## src/amb_pkg.sv

```systemverilog
// Constants for the alert mask bank: command, phase, selectors, field positions.
// Assumes the bus engine delivers decoded transactions in the same clock domain.
package amb_pkg;

	localparam int         AMB_CLASSES   = 5;
	localparam int         AMB_IDX_W     = 3;
	localparam logic [7:0] AMB_CMD_MASK  = 8'h1b;
	localparam logic [7:0] AMB_PHASE_ALL = 8'hff;
	localparam logic [7:0] AMB_MASK_RST  = 8'h00;

	////////////////////////////////////////////////////////////////////////////////
	// Status-class selectors
	localparam logic [7:0] AMB_SEL_VOUT  = 8'h7a;
	localparam logic [7:0] AMB_SEL_IOUT  = 8'h7b;
	localparam logic [7:0] AMB_SEL_INPUT = 8'h7c;
	localparam logic [7:0] AMB_SEL_TEMP  = 8'h7d;
	localparam logic [7:0] AMB_SEL_CML   = 8'h7e;

	// Class slots inside the bank
	localparam int AMB_IDX_VOUT  = 0;
	localparam int AMB_IDX_IOUT  = 1;
	localparam int AMB_IDX_INPUT = 2;
	localparam int AMB_IDX_TEMP  = 3;
	localparam int AMB_IDX_CML   = 4;

	////////////////////////////////////////////////////////////////////////////////
	// Field positions
	localparam int AMB_OV_FAULT_MASK_BIT           = 7;
	localparam int AMB_OV_WARN_MASK_BIT            = 6;
	localparam int AMB_UV_WARN_MASK_BIT            = 5;
	localparam int AMB_UV_FAULT_MASK_BIT           = 4;
	localparam int AMB_OUT_RANGE_MASK_BIT          = 3;
	localparam int AMB_TURN_ON_TIMEOUT_MASK_BIT    = 2;
	localparam int AMB_OVERCURRENT_FAULT_MASK_BIT  = 7;
	localparam int AMB_OVERCURRENT_WARN_MASK_BIT   = 5;
	localparam int AMB_UNDERCURRENT_FAULT_MASK_BIT = 4;
	localparam int AMB_LOW_INPUT_MASK_BIT          = 3;
	localparam int AMB_OVERTEMP_FAULT_MASK_BIT     = 7;
	localparam int AMB_OVERTEMP_WARN_MASK_BIT      = 6;
	localparam int AMB_BAD_COMMAND_MASK_BIT        = 7;
	localparam int AMB_BAD_DATA_MASK_BIT           = 6;
	localparam int AMB_CHECKSUM_FAIL_MASK_BIT      = 5;
	localparam int AMB_MEMORY_FAULT_MASK_BIT       = 4;
	localparam int AMB_OTHER_COMM_FAULT_MASK_BIT   = 1;

	////////////////////////////////////////////////////////////////////////////////
	// Writable bit sets per class
	localparam logic [7:0] AMB_WMASK_VOUT = 8'((1 << AMB_OV_FAULT_MASK_BIT) | (1 << AMB_OV_WARN_MASK_BIT)
		| (1 << AMB_UV_WARN_MASK_BIT) | (1 << AMB_UV_FAULT_MASK_BIT)
		| (1 << AMB_OUT_RANGE_MASK_BIT) | (1 << AMB_TURN_ON_TIMEOUT_MASK_BIT));
	localparam logic [7:0] AMB_WMASK_IOUT = 8'((1 << AMB_OVERCURRENT_FAULT_MASK_BIT)
		| (1 << AMB_OVERCURRENT_WARN_MASK_BIT) | (1 << AMB_UNDERCURRENT_FAULT_MASK_BIT));
	localparam logic [7:0] AMB_WMASK_INPUT = 8'(1 << AMB_LOW_INPUT_MASK_BIT);
	localparam logic [7:0] AMB_WMASK_TEMP  = 8'((1 << AMB_OVERTEMP_FAULT_MASK_BIT)
		| (1 << AMB_OVERTEMP_WARN_MASK_BIT));
	localparam logic [7:0] AMB_WMASK_CML = 8'((1 << AMB_BAD_COMMAND_MASK_BIT) | (1 << AMB_BAD_DATA_MASK_BIT)
		| (1 << AMB_CHECKSUM_FAIL_MASK_BIT) | (1 << AMB_MEMORY_FAULT_MASK_BIT)
		| (1 << AMB_OTHER_COMM_FAULT_MASK_BIT));

	localparam logic [7:0] AMB_SEL_TAB [0:AMB_CLASSES-1] = '{AMB_SEL_VOUT, AMB_SEL_IOUT,
		AMB_SEL_INPUT, AMB_SEL_TEMP, AMB_SEL_CML};
	localparam logic [7:0] AMB_WMASK_TAB [0:AMB_CLASSES-1] = '{AMB_WMASK_VOUT, AMB_WMASK_IOUT,
		AMB_WMASK_INPUT, AMB_WMASK_TEMP, AMB_WMASK_CML};

endpackage

```

## src/amb_rst_sync.sv

```systemverilog
// Reset release synchroniser: asserts at once, releases after two clock edges.
// Assumes a free-running clock; it ignores the clock enable so reset always ends.
`timescale 1ns/1ps
module amb_rst_sync (
	input  wire logic clock,
	input  wire logic rst_n,
	output logic      rst_sync_n
);

	logic stage_reg;

	always_ff @(posedge clock or negedge rst_n) begin
		if (!rst_n) begin
			stage_reg  <= 1'b0;
			rst_sync_n <= 1'b0;
		end else begin
			stage_reg  <= 1'b1;
			rst_sync_n <= stage_reg;
		end
	end

endmodule

```

## src/amb_mask_byte.sv

```systemverilog
// One alert mask class: a byte with a fixed set of writable bits.
// Assumes write and nonvolatile-load strobes are one-cycle pulses on the same clock.
`timescale 1ns/1ps
module amb_mask_byte #(
	parameter logic [7:0] WMASK = 8'hff,
	parameter logic [7:0] RST   = 8'h00
) (
	input  wire logic       clock,
	input  wire logic       rst_n,
	input  wire logic       clk_en,
	input  wire logic       wr_en,
	input  wire logic [7:0] wr_data,
	input  wire logic       ld_en,
	input  wire logic [7:0] ld_data,
	output logic [7:0]      mask_reg
);

	// A class with no writable bit would be a constant, not a register
	if (WMASK == 8'h00) begin : g_wmask_check
		$error("mask class without writable bits");
	end

	// Host write wins over a store load in the same cycle: it is the newer intent
	always_ff @(posedge clock or negedge rst_n) begin
		if (!rst_n) begin
			mask_reg <= RST & WMASK;
		end else if (clk_en) begin
			if (wr_en) begin
				mask_reg <= wr_data & WMASK;
			end else if (ld_en) begin
				mask_reg <= ld_data & WMASK;
			end
		end
	end

endmodule

```

## src/amb_alert_mask_bank.sv

```systemverilog
// Alert mask bank: per-class mask bytes, the mask command decode and the alert line.
// Assumes the bus engine, status registers and store share this clock; no pin sync needed.
`timescale 1ns/1ps

module amb_alert_mask_bank
	import amb_pkg::*;
(
	input  wire logic       clock,
	input  wire logic       rst_n,
	input  wire logic       clk_en,
	input  wire logic [7:0] phase_sel,
	input  wire logic       req_valid,
	input  wire logic       req_write,
	input  wire logic       req_read,
	input  wire logic [7:0] req_cmd,
	input  wire logic [7:0] req_lo,
	input  wire logic [7:0] req_hi,
	input  wire logic       nvm_ld_valid,
	input  wire logic [7:0] nvm_ld_sel,
	input  wire logic [7:0] nvm_ld_data,
	input  wire logic [7:0] status_vout,
	input  wire logic [7:0] status_iout,
	input  wire logic [7:0] status_input,
	input  wire logic [7:0] status_temp,
	input  wire logic [7:0] status_cml,
	output logic            rsp_valid,
	output logic            rsp_err,
	output logic [7:0]      rsp_data,
	output logic            nvm_wr_valid,
	output logic [7:0]      nvm_wr_sel,
	output logic [7:0]      nvm_wr_data,
	output logic            alert_n
);

	logic                 rst_sync_n;
	logic [7:0]           status_arr [0:AMB_CLASSES-1];
	logic [7:0]           mask_arr   [0:AMB_CLASSES-1];
	logic                 hit;
	logic                 phase_ok;
	logic                 sel_hit;
	logic [AMB_IDX_W-1:0] sel_idx;
	logic                 ld_hit;
	logic [AMB_IDX_W-1:0] ld_idx;
	logic                 req_ok;
	logic                 wr_go;
	logic                 rd_go;
	logic [7:0]           rd_mux;
	logic                 any_open;

	amb_rst_sync u_rst_sync (
		.clock      (clock),
		.rst_n      (rst_n),
		.rst_sync_n (rst_sync_n)
	);

	assign status_arr[AMB_IDX_VOUT]  = status_vout;
	assign status_arr[AMB_IDX_IOUT]  = status_iout;
	assign status_arr[AMB_IDX_INPUT] = status_input;
	assign status_arr[AMB_IDX_TEMP]  = status_temp;
	assign status_arr[AMB_IDX_CML]   = status_cml;

	////////////////////////////////////////////////////////////////////////////////
	// Command decode

	// Slot index must reach every class or selectors would alias
	if ((1 << AMB_IDX_W) < AMB_CLASSES) begin : g_idx_check
		$error("class slot index too narrow");
	end

	always_comb begin
		sel_hit = 1'b0;
		sel_idx = '0;
		ld_hit  = 1'b0;
		ld_idx  = '0;
		for (int i = 0; i < AMB_CLASSES; i++) begin
			if (req_lo == AMB_SEL_TAB[i]) begin
				sel_hit = 1'b1;
				sel_idx = AMB_IDX_W'(i);
			end
			if (nvm_ld_sel == AMB_SEL_TAB[i]) begin
				ld_hit = 1'b1;
				ld_idx = AMB_IDX_W'(i);
			end
		end
	end

	assign hit      = req_valid && (req_cmd == AMB_CMD_MASK);
	assign phase_ok = (phase_sel == AMB_PHASE_ALL);
	assign req_ok   = phase_ok && sel_hit && (req_write ^ req_read);
	// selector low byte, value high byte
	assign wr_go    = hit && req_ok && req_write;
	// selector block in, mask block out
	assign rd_go    = hit && req_ok && req_read;
	assign rd_mux   = mask_arr[sel_idx];

	////////////////////////////////////////////////////////////////////////////////
	// Mask storage

	// Writable sets live in the package so store copy and alert gate agree
	// current writable bits
	for (genvar g = 0; g < AMB_CLASSES; g++) begin : g_class
		amb_mask_byte #(
			.WMASK (AMB_WMASK_TAB[g]),
			.RST   (AMB_MASK_RST)
		) u_mask (
			.clock    (clock),
			.rst_n    (rst_sync_n),
			.clk_en   (clk_en),
			.wr_en    (wr_go && (sel_idx == AMB_IDX_W'(g))),
			.wr_data  (req_hi),
			.ld_en    (nvm_ld_valid && ld_hit && (ld_idx == AMB_IDX_W'(g))),
			.ld_data  (nvm_ld_data),
			.mask_reg (mask_arr[g])
		);
	end

	////////////////////////////////////////////////////////////////////////////////
	// Answer path

	always_ff @(posedge clock or negedge rst_sync_n) begin
		if (!rst_sync_n) begin
			rsp_valid <= 1'b0;
			rsp_err   <= 1'b0;
			rsp_data  <= 8'h00;
		end else if (clk_en) begin
			rsp_valid <= hit;
			rsp_err   <= hit && !req_ok;
			rsp_data  <= rd_go ? rd_mux : 8'h00;
		end
	end

	// Store copy so the nonvolatile side can back up every accepted write
	always_ff @(posedge clock or negedge rst_sync_n) begin
		if (!rst_sync_n) begin
			nvm_wr_valid <= 1'b0;
			nvm_wr_sel   <= 8'h00;
			nvm_wr_data  <= 8'h00;
		end else if (clk_en) begin
			nvm_wr_valid <= wr_go;
			if (wr_go) begin
				nvm_wr_sel  <= req_lo;
				nvm_wr_data <= req_hi & AMB_WMASK_TAB[sel_idx];
			end
		end
	end

	////////////////////////////////////////////////////////////////////////////////
	// Alert line

	// status bits are only read here, gated by the writable set and the mask
	always_comb begin
		any_open = 1'b0;
		for (int i = 0; i < AMB_CLASSES; i++) begin
			// set mask bit closes the source
			any_open = any_open | (|(status_arr[i] & AMB_WMASK_TAB[i] & ~mask_arr[i]));
		end
	end

	always_ff @(posedge clock or negedge rst_sync_n) begin
		if (!rst_sync_n) begin
			alert_n <= 1'b1;
		end else if (clk_en) begin
			alert_n <= !any_open;
		end
	end
endmodule

```

## config.mk

```make
export PLATFORM = sky130hd
export DESIGN_NAME = amb_alert_mask_bank
export DESIGN_NICKNAME = d
export VERILOG_FILES = /design/src/amb_pkg.sv /design/src/amb_rst_sync.sv /design/src/amb_mask_byte.sv /design/src/amb_alert_mask_bank.sv
export SDC_FILE = /design/constraint.sdc
export NUM_CORES = 1
export LEC_CHECK = 0
export BUFFER_PORTS_ARGS = -buffer_cell sky130_fd_sc_hd__buf_2
export CAP_MARGIN = 20
export CORE_UTILIZATION = 52
export CTS_BUF_LIST = sky130_fd_sc_hd__clkbuf_2
export DETAILED_ROUTE_END_ITERATION = 10
export HOLD_SLACK_MARGIN = 0.06
export PLACE_DENSITY = 0.95
export SLEW_MARGIN = 10
export SYNTH_ARGS = -nofsm -noshare
export SYNTH_HDL_FRONTEND = slang
export SYNTH_SLANG_ARGS = --single-unit
export TNS_END_PERCENT = 30
```

## constraint.sdc

```tcl
create_clock -name clock -period 2.3 [get_ports clock]
set_input_delay 0 -clock clock [delete_from_list [all_inputs] [get_ports clock]]
set_output_delay 0 -clock clock [all_outputs]
set_load 0.02 [all_outputs]
```

==> impl_results.md, run 1 <==
* Startpoint types: input pin
* Clock-pin slew on the worst setup and hold paths at 230 ps
* Net switching fraction of the power at 26.14%
* Cell internal pwr at 1108 uW
* Layout cell share with drive strength beyond 1 at 32.04%
* Clk pwr share at 29.8%
* CORE AREA at 0.004848 sq mm
* Max-Cap Viols at 0
* Diodes inserted at 0
* Syn_area_per_cell at slightly below 10 sq um
* Setup ws final at 33.76 ps
* Max Buffers Root-to-Sink at 2
* Worst EP required at about 2700 ps
* Kind of critical path: in2reg
* Busiest grt layer: met2
* Largest register FFs at 17
* Rows at 25
* CP endpoint: g_class[4].u_mask.mask_reg[1]
* Htree depth at 2
* Total gr overflow at 0
* Max Clk Rate at 0.4413 GHz
* Final period util at 98.53%
* Final Non-Filler Cells at around 480
* First-pass DRT Iterations at 6
* FF-to-FF Start: g_class[0].u_mask.mask_reg[5]
* Initial Util at around 55%
* Vias in the first global route at 2,833
* Full die area at between 0.005 and 0.006 sq mm
* Slew @ Worst Pin at 916.5 ps
* Final setup violation count at 0
* Die height at between 70 and 80 um
* Clock Skews at around 23 ps
* Most common cell in the synthesized netlist: dfrtp_1
* Met3 usage in global routing at 3.704%
* Status: finished clean
* Max-slew violation count at 0
* Synthesis-to-layout area growth at 37.04%
* Min-delay worst type: in2reg
* DP HPWL at 5.502 mm
* Critical Path Sink Type: register
* Die Span X at about 74 um
* Largest net degree at the start of global routing at 44
* Number of vias per cell at 5.971
* Crit path DAT at about 2700 ps
* DP Cell Count at 430
* Number of synthesized flops with an enable pin at 0
* Post-synthesis cell type count at 52
* Leakage power at 0.001862 uW
* Area of the multi-input gates at 0.001385 sq mm
* Min Clock Period, post-route at around 2300 ps
* Slew headroom at just under 40%
* Post-synthesis sequential area ratio at 42.08%
* Met1 usage at 41.22%
* Initial antenna violation count at 0
* IO buf count at 95
* Setup WS pre-CTS at 319.8 ps
* Async set or reset register ratio after synthesis at 100.0%
* # IOs at between 100 and 150
* Wire per inst at 18.12 um
* GR Layer Usage met2 at roughly 57%
* Synth top area share at 41.10%
* Layout fillers at 303
* Reg2Reg Setup Slack at 220 ps
* Synth cell count leaders: dfrtp_1 (44), inv_1 (28), nand2_1 (28)
* Post-synth top area cell: dfrtp_1
* Reg2Reg Depth at 5
* Total GRT Usage at about a third
* Fin util at between 70% and 80%
* Final RePlAce weighted congestion at approximately 0.93
* First-pass GRT wire length at 13.44 mm
* Vias at 2,860
* Final ANT Viol Nets at 0
* Yosys warning total at 0
* Netlist Area Pre-Place at 0.002679 sq mm
* Fin area at approximately 0.0037 sq mm
* Synth top area cells: dfrtp_1 (41%), mux2_2 (4.2%), inv_1 (3.9%), nand2_1 (3.9%), nand2b_1 (3.7%)
* Power Dens Cells at 408.7 mW/mm^2
* Post-route DRC at 0
* TritonCTS clock tree: built
* VDD IR max at 318.1 uV
* Main flop type after synthesis: dfrtp_1
* Reg-to-reg critical path endpoint: alert_n
* Clk sinks at 45
* CP Max Fanout at 6
* Hold Vio Cnt, Final at 0
* Layout net count at 510
* Initial DRC Count at approximately 450
* Cts bufs inserted at 5
* Sequential share of power at 55.1%
* Crit path from: req_read
* #FFs+latches synth at 45
* DRT Wirelength at 8.681 mm
* P_sw at 392.3 uW
* Hold Slack at 82.82 ps
* Worst-skew pair later-pin latency at 440 ps
* CTS root buffer: clkbuf_2
* Comb pwr share at 15.1%
* Sequential standard cell area at 0.001129 sq mm
* Post-Syn Instances at 276
* Placed cell area at about 0.0032 sq mm
[worst max-delay path, cell delays in order]
cell and delay [ps]:
dlygate4sd3_1 570, buf_2 130, nand2b_1 190, nor3_1 400, and2_1 380, a2111o_1 320
o21a_1 140, dlygate4sd3_1 550
[metrics by stage]
step | setup TNS, ps | total power [uW]
4_1_cts | 0 | 1488
5_1_grt | -229.0 | 1560
6_report | 0 | 1500
3_3_place_gp | 0 | 1005
2_1_floorplan | 0 | 921.5
3_5_place_dp | 0 | 1013
[placed cells by master (no fill, tap or decap), types with 4 or more instances in the layout]
cell	instances
a21boi_0	4
a32oi_1	4
and2_1	5
buf_2	94
buf_4	7
clkbuf_2	6
dfrtp_1	43
dlygate4sd3_1	36
ha_1	4
inv_1	28
mux2_2	10
mux2i_1	4
nand2_1	28
nand2b_1	16
nand3_1	10
nand3b_1	6
nand4_1	11
nor2_1	7
nor2b_1	4
o21a_1	5
o21ai_0	10
o221a_1	6
o2bb2ai_1	7
or3_1	5
[layout make-up]
class	count	area share, %
Clock inverter	2	0.9543
Timing Repair Buffer	139	24.61
Clock buffer	6	0.8180
Multi-Input combinational cell	192	37.73
Inverter	28	2.863
Tap cell	67	2.284
Sequential cell	45	30.74
[worst min-delay path by stage]
stage                  start                       endpoint  cells after the start
2_1_floorplan          rst_n          u_rst_sync.rst_sync_n                      0
3_3_place_gp           rst_n           u_rst_sync.stage_reg                      1
3_5_place_dp           rst_n           u_rst_sync.stage_reg                      1
4_1_cts        nvm_ld_sel[0]  g_class[1].u_mask.mask_reg[5]                      5
5_1_grt        nvm_ld_sel[0]  g_class[1].u_mask.mask_reg[5]                      5
6_report       nvm_ld_sel[0]  g_class[1].u_mask.mask_reg[7]                      6
[metal layers]
layer / share of wire (%) / wire, um / vias up
met1: 38 / 3288 / 1342
met3: 7.8 / 673 / 49
met5: 0 / 0 / -
met2: 49 / 4284 / 204
li1: - / - / 1265
met4: 5.0 / 434 / 0
[cells by family (layout without fill, tap and decap cells)]
group	Yosys count	after routing	share of synthesized area, %
AO/OA/AOI/OAI	59	59	17.89
XOR/XNOR	2	2	0.6540
adder cells (fa/ha/maj)	4	4	1.868
buffers and inverters	40	175	6.585
flip-flops	45	45	42.08
multiplexers	14	14	5.698
other	2	3	0.2803
AND/OR/NAND/NOR	110	110	24.94
[power by group through the flow]
stage                     combinational, uW  clock, uW  sequential [uW]
after floorplan                        89.7          0              832
after global placement                  166          0              839
after detailed placement                173          0              840
after CTS                               213        448              827
after global routing                    245        484              831
final                                   226        447              827
[what timing repair did]
action / CTS / global route
hold endpoints to repair: 36 / 0
resized for setup: 0 / 3
buffers inserted: 0 / 4
hold buffers: 37 / 0
endpoints found under the setup margin: 0 / 7
Note: power is estimated with default switching activity, not from simulation.
==> run 2, diff against run 1 <==
--- a/config.mk
+++ b/config.mk
@@ -11,7 +11,7 @@
 export CTS_BUF_LIST = sky130_fd_sc_hd__clkbuf_2
 export DETAILED_ROUTE_END_ITERATION = 10
 export HOLD_SLACK_MARGIN = 0.06
-export PLACE_DENSITY = 0.95
+export PLACE_DENSITY = 0.9
 export SLEW_MARGIN = 10
 export SYNTH_ARGS = -nofsm -noshare
 export SYNTH_HDL_FRONTEND = slang
==> run 2 against run 1 <==
Routed wire length is 10% lower; sequential share of layout area is 0.18 points higher; count of clock-buffer cells in the layout stayed put; sequential cell count stayed put; first-iteration DRC count is 44% lower; combinational power hardly changed; global-route usage is 2.7 points lower; critical endpoint is now g_class[1].u_mask.mask_reg[5].
==> impl_results.md, run 2 (same netlist as run 1, synthesis figures left out) <==
* Status: finished clean
* Final RePlAce weighted congestion at around 0.91
* Cts bufs inserted at 5
* Worst EP required at 2710 ps
* Min-delay worst type: in2reg
* DRT Wirelength at 7.779 mm
* Clk sinks at 45
* Slew headroom at 38.07%
* First-pass DRT Iterations at 6
* Kind of critical path: in2reg
* Final setup violation count at 0
* DP Cell Count at 431
* Total gr overflow at 0
* Min Clock Period, post-route at 2274 ps
* First-pass GRT wire length at 12.53 mm
* Most common cell after layout, fill and taps aside: buf_2
* Startpoint types: input pin
* Die Span X at 73.78 um
* Max-Cap Viols at 0
* CORE AREA at 0.004848 sq mm
* Leakage power at 0.001841 uW
* Total GRT Usage at between 30 and 40%
* Full die area at 0.005443 sq mm
* Htree depth at 2
* Synthesis-to-layout area growth at 36.24%
* VDD IR max at 302.1 uV
* IO buf count at 95
* Power Dens Cells at 382.2 mW/mm^2
* Crit path DAT at 2680 ps
* Die height at 73.78 um
* Number of vias per cell at just under 6
* Max-slew violation count at 0
* TritonCTS clock tree: built
* Setup ws final at 25.66 ps
* Max Clk Rate at 0.4397 GHz
* CTS root buffer: clkbuf_2
* Diodes inserted at 0
* Hold Vio Cnt, Final at 0
* Clock Skews at 34.43 ps
* Wire per inst at 16.24 um
* Vias at 2,760
* Initial DRC Count at 250
* Commonest non-fill, non-tap cells in the layout: buf_2 (94), dfrtp_1 (43), dlygate4sd3_1 (38), inv_1 (28), nand2_1 (27)
* DP HPWL at between 5 and 6 mm
* CP Max Fanout at 14
* Setup WS pre-CTS at about 330 ps
* Initial antenna violation count at 0
* Initial Util at between 50% and 60%
* Critical Path Sink Type: register
* Largest register FFs at 17
* Sum Neg Setup Slack at 0 ps
* Slew @ Worst Pin at 929.0 ps
* Final Non-Filler Cells at 479
* Fin util at 75.28%
* Max Buffers Root-to-Sink at 2
* # IOs at ~120
* Largest net degree at the start of global routing at 44
* Reg2Reg Setup Slack at 170 ps
* Layout net count at 510
* Layout cell share with drive strength beyond 1 at between 30% and 40%
* Clock-pin slew on the worst setup and hold paths at 250 ps
* Rows at 25
* Vias in the first global route at 2,678
* Worst-skew pair later-pin latency at 440 ps
* Final ANT Viol Nets at 0
* Post-route DRC at 0
* RSZ-0062 raised after global routing: true
* Final period util at approximately 99%
[run 2: cell count changes in the layout (fill, tap and decap cells not counted), sizes merged]
cell          change
clkinvlp          +2
dlygate4sd3       +2
buf               -1
bufinv            -1
clkinv            -1
dlymetal6s4s      -1
[run 2: per-stage QoR]
stage / total power (uW) / hold WS [ps] / cell area, sq um
6_report: 1395 / 57.87 / 3650
3_5_place_dp: 1015 / -208.0 / 3202
2_1_floorplan: 921.5 / -295.6 / 2683
5_1_grt: 1449 / 94.37 / 3650
3_3_place_gp: 1008 / -213.0 / 3202
4_1_cts: 1394 / 62.74 / 3637
[run 2: area by class of cell]
class	instances	area (sq um)
repair buffers	139	903.4
clock buffers	6	30.03
flip-flops and latches	45	1129
multi-input cells	192	1384
fillers	344	1199
clock inverters	2	15.01
inverters	28	105.1
well taps	67	83.83
[run 2: worst paths after layout]
check,end,from,depth (start not counted)
max in group asynchronous,rsp_valid,u_rst_sync.rst_sync_n,0
min in group asynchronous,u_rst_sync.stage_reg,rst_n,3
worst max-delay path,g_class[1].u_mask.mask_reg[5],req_lo[2],11
worst max register to register,alert_n,g_class[0].u_mask.mask_reg[4],6
worst min-delay path,g_class[1].u_mask.mask_reg[4],nvm_ld_sel[0],5
worst min register to register,u_rst_sync.rst_sync_n,u_rst_sync.stage_reg,0
[run 2: report_power, final]
part	leakage, uW	internal, uW	switching, uW
Sequential	0.000556	803	23.9
Combinational	0.00126	119	104
Clock	0.0000252	78.3	267
[run 2: metal layers]
metal | wire, um | vias to the layer above | global-route usage (%)
met5 | 0 | - | 0
met4 | 230 | 0 | 9.615
met3 | 591 | 30 | 5.487
met2 | 3807 | 157 | 52.19
met1 | 3149 | 1303 | 39.58
li1 | - | 1270 | -
[run 2: repair_timing]
action	4_1_cts	5_1_grt
setup buffers	0	2
gates resized for setup	0	3
endpoints found under the hold margin	35	0
endpoints found under the setup margin	0	8
hold buffers	39	0
[run 2: worst max-delay path: stages]
cell and delay, ps:
dlygate4sd3_1 540, buf_2 210, xnor2_1 170, nor3_2 240
nand2_2 120, inv_1 100, ha_1 160, nand4_1 250
a2bb2oi_1 230, nand3_1 110, dlygate4sd3_1 540
==> run 3, diff against run 2 <==
--- a/config.mk
+++ b/config.mk
@@ -5,13 +5,14 @@
 export SDC_FILE = /design/constraint.sdc
 export NUM_CORES = 1
 export LEC_CHECK = 0
+export ABC_AREA = 1
 export BUFFER_PORTS_ARGS = -buffer_cell sky130_fd_sc_hd__buf_2
 export CAP_MARGIN = 20
-export CORE_UTILIZATION = 52
+export CORE_UTILIZATION = 53
 export CTS_BUF_LIST = sky130_fd_sc_hd__clkbuf_2
 export DETAILED_ROUTE_END_ITERATION = 10
 export HOLD_SLACK_MARGIN = 0.06
-export PLACE_DENSITY = 0.9
+export PLACE_DENSITY = 0.91
 export SLEW_MARGIN = 10
 export SYNTH_ARGS = -nofsm -noshare
 export SYNTH_HDL_FRONTEND = slang
==> run 3 against run 2 <==
Sequential share of layout area down 0.59 points; largest power group unchanged; clock skew shrank 13 ps; utilization is 1.5 points higher; critical path type unchanged; final cell count is 25% higher; via count increased by 14%.
==> impl_results.md, run 3 <==
* Die height at roughly 74 um
* Power Dens Cells at 369.7 mW/mm^2
* Vias at around 3,200
* Final ANT Viol Nets at 0
* Netlist Area Pre-Place at 0.002726 sq mm
* Clock-pin slew on the worst setup and hold paths at 240 ps
* Clock Skews at 21.27 ps
* Sum Neg Setup Slack at 0 ps
* Layout cell share with drive strength beyond 1 at 23.41%
* Fin util at 76.75%
* Layout net count at 632
* Diodes inserted at 0
* Total gr overflow at 0
* Met1 usage at 39.42%
* Post-synthesis sequential area ratio at 41.35%
* DRT Wirelength at 8.122 mm
* Largest register FFs at 17
* RSZ-0062 raised after global routing: false
* Synth top area share at 40.39%
* TritonCTS clock tree: built
* Number of vias per cell at 5.255
* Min-delay worst type: in2reg
* Slew headroom at 37.83%
* Synth cell count leaders: nand2_1 (141), nor2_1 (57), dfrtp_1 (44)
* Yosys warning total at 0
* IO buf count at between 90 and 100
* Worst-skew pair later-pin latency at 410 ps
* Initial Util at 56.23%
* Syn_area_per_cell at 6.885 sq um
* CORE AREA at 0.004848 sq mm
* Slew @ Worst Pin at slightly above 900 ps
* Clk sinks at 45
* Final RePlAce weighted congestion at 0.9244
* Max-slew violation count at 0
* Post-Syn Instances at 396
* Initial antenna violation count at 0
* Async set or reset register ratio after synthesis at between 90% and 100%
* Largest net degree at the start of global routing at 44
* Kind of critical path: in2reg
* Synth Area in Simple Gates at 41.58%
* Met3 usage in global routing at 6.584%
* Wire per inst at 13.51 um
* Post-route DRC at 0
* Layout fillers at 362
* Post-synthesis cell type count at 32
* Initial DRC Count at 249
* Post-synthesis adder-cell area fraction at between 1.5 and 2%
* Setup bufs post-CTS at 0
* Total GRT Usage at 32.93%
* Leakage power at 0.002024 uW
* Cts bufs inserted at 5
* Compound-cell area share of the yosys netlist at 7.435%
* Main flop type after synthesis: dfrtp_1
* Startpoint types: input pin
* Xor and xnor area share after synthesis at 0%
* Max Clk Rate at 0.4413 GHz
* Crit path DAT at 2630 ps
* Synthesis-to-layout area growth at 36.48%
* Final period util at 98.51%
* VDD IR max at 250.1 uV
* Number of synthesized flops with an enable pin at 0
* First-pass GRT wire length at 13.59 mm
* Worst EP required at ~2700 ps
* Critical Path Sink Type: register
* Full die area at 0.005435 sq mm
* Final setup violation count at 0
* Mux share of post-synthesis cell area at 0%
* Min Clock Period, post-route at 2266 ps
* Max Buffers Root-to-Sink at 2
* Htree depth at 2
* #FFs+latches synth at 45
* Post-synth top area cell: dfrtp_1
* Most common cell in the synthesized netlist: nand2_1
* Die Span X at 73.72 um
* Commonest non-fill, non-tap cells in the layout: nand2_1 (141), buf_2 (95), nor2_1 (57), dfrtp_1 (43)
* Status: finished clean
* Busiest grt layer: met2
* # IOs at between 100 and 150
* Largest family of logic cells by synthesized area: simple AND/OR/NAND/NOR gates
* GR Layer Usage met2 at 55.86%
* CTS root buffer: clkbuf_2
* Most common cell after layout, fill and taps aside: nand2_1
* Max-Cap Viols at 0
* CP Max Fanout at 3
* DP HPWL at 5.602 mm
* Hold Vio Cnt, Final at 0
* First-pass DRT Iterations at 5
* Vias in the first global route at 3,167
* Synth top area cells: dfrtp_1 (40%), nand2_1 (19%), nor2_1 (7.8%), inv_1 (5.5%), nor3_1 (3.5%)
* Rows at 25
## run 3: cell types whose count changed in the layout (fill, tap and decap cells not counted), sizes merged, moves of 7 or more
cell / previous run / this run
nand2: 28 / 143
nor2: 7 / 67
nor3: 2 / 19
nand2b: 16 / 0
inv: 28 / 41
mux2: 10 / 0
o21ai: 10 / 18
o2bb2ai: 7 / 0
## run 3: metal layers
metal	wire length (um)	vias to the layer above
met1	3288	1430
met2	3914	163
met3	634	36
met5	0	-
li1	-	1529
met4	285	0
## run 3: cell families after synthesis
logic type | Yosys count
buffers and inverters | 51
AO/OA/AOI/OAI | 34
other | 2
flip-flops | 45
adder cells (fa/ha/maj) | 4
AND/OR/NAND/NOR | 260
## run 3: power by group
group / switching, uW / internal (uW)
sequential: 22.0 / 803
clock: 256 / 78.4
combinational: 109 / 108
total: 387 / 989
## run 3: what timing repair did
item,4_1_cts,5_1_grt
gates resized for setup,0,2
setup endpoints to repair,0,6
endpoints found under the hold margin,40,0
hold buffers,40,0
## run 3: through the flow
step / power, uW / hold WS (ps) / instance area (sq um) / cells / setup slack, ps
floorplan: 909.6 / -295.6 / 2730 / 397 / 725.9
detailed placement: 1004 / -212.7 / 3266 / 553 / 285.8
global placement: 996.1 / -213.7 / 3266 / 553 / 350.0
CTS: 1373 / 65.89 / 3711 / 601 / 148.2
global route: 1437 / 105.8 / 3721 / 601 / 1.131
finish: 1376 / 77.26 / 3721 / 601 / 34.22
## run 3: area by class of cell
type / count / area (sq um) / share of cell area [%]
multi-input combinational: 301 / 1408 / 37.83
sequential: 45 / 1129 / 30.33
timing repair buffer: 138 / 898.4 / 24.14
inverter: 42 / 157.7 / 4.237
tap: 67 / 83.83 / 2.253
clock buffer: 6 / 30.03 / 0.8070
clock inverter: 2 / 15.01 / 0.4035
## run 3: path summary, 6_finish.rpt
kind                                          startpoint                             to  slack (ps)  cells after the start
max                                           req_cmd[6]                    rsp_data[3]          30                      9
min                                        nvm_ld_sel[1]  g_class[2].u_mask.mask_reg[3]          80                      7
max reg2reg                g_class[1].u_mask.mask_reg[5]                        alert_n         190                      8
min reg2reg                         u_rst_sync.stage_reg          u_rst_sync.rst_sync_n         390                      0
max in group asynchronous          u_rst_sync.rst_sync_n  g_class[1].u_mask.mask_reg[7]        1280                      0
min in group asynchronous                          rst_n          u_rst_sync.rst_sync_n         390                      3
## run 3: critical path, cell delays in order
cell	delay, ps
dlygate4sd3_1	550
buf_2	130
nor2_1	170
dlygate4sd3_1	580
nand4_1	130
nor2_1	150
nand2_1	120
dlygate4sd3_1	580
o21ai_0	210
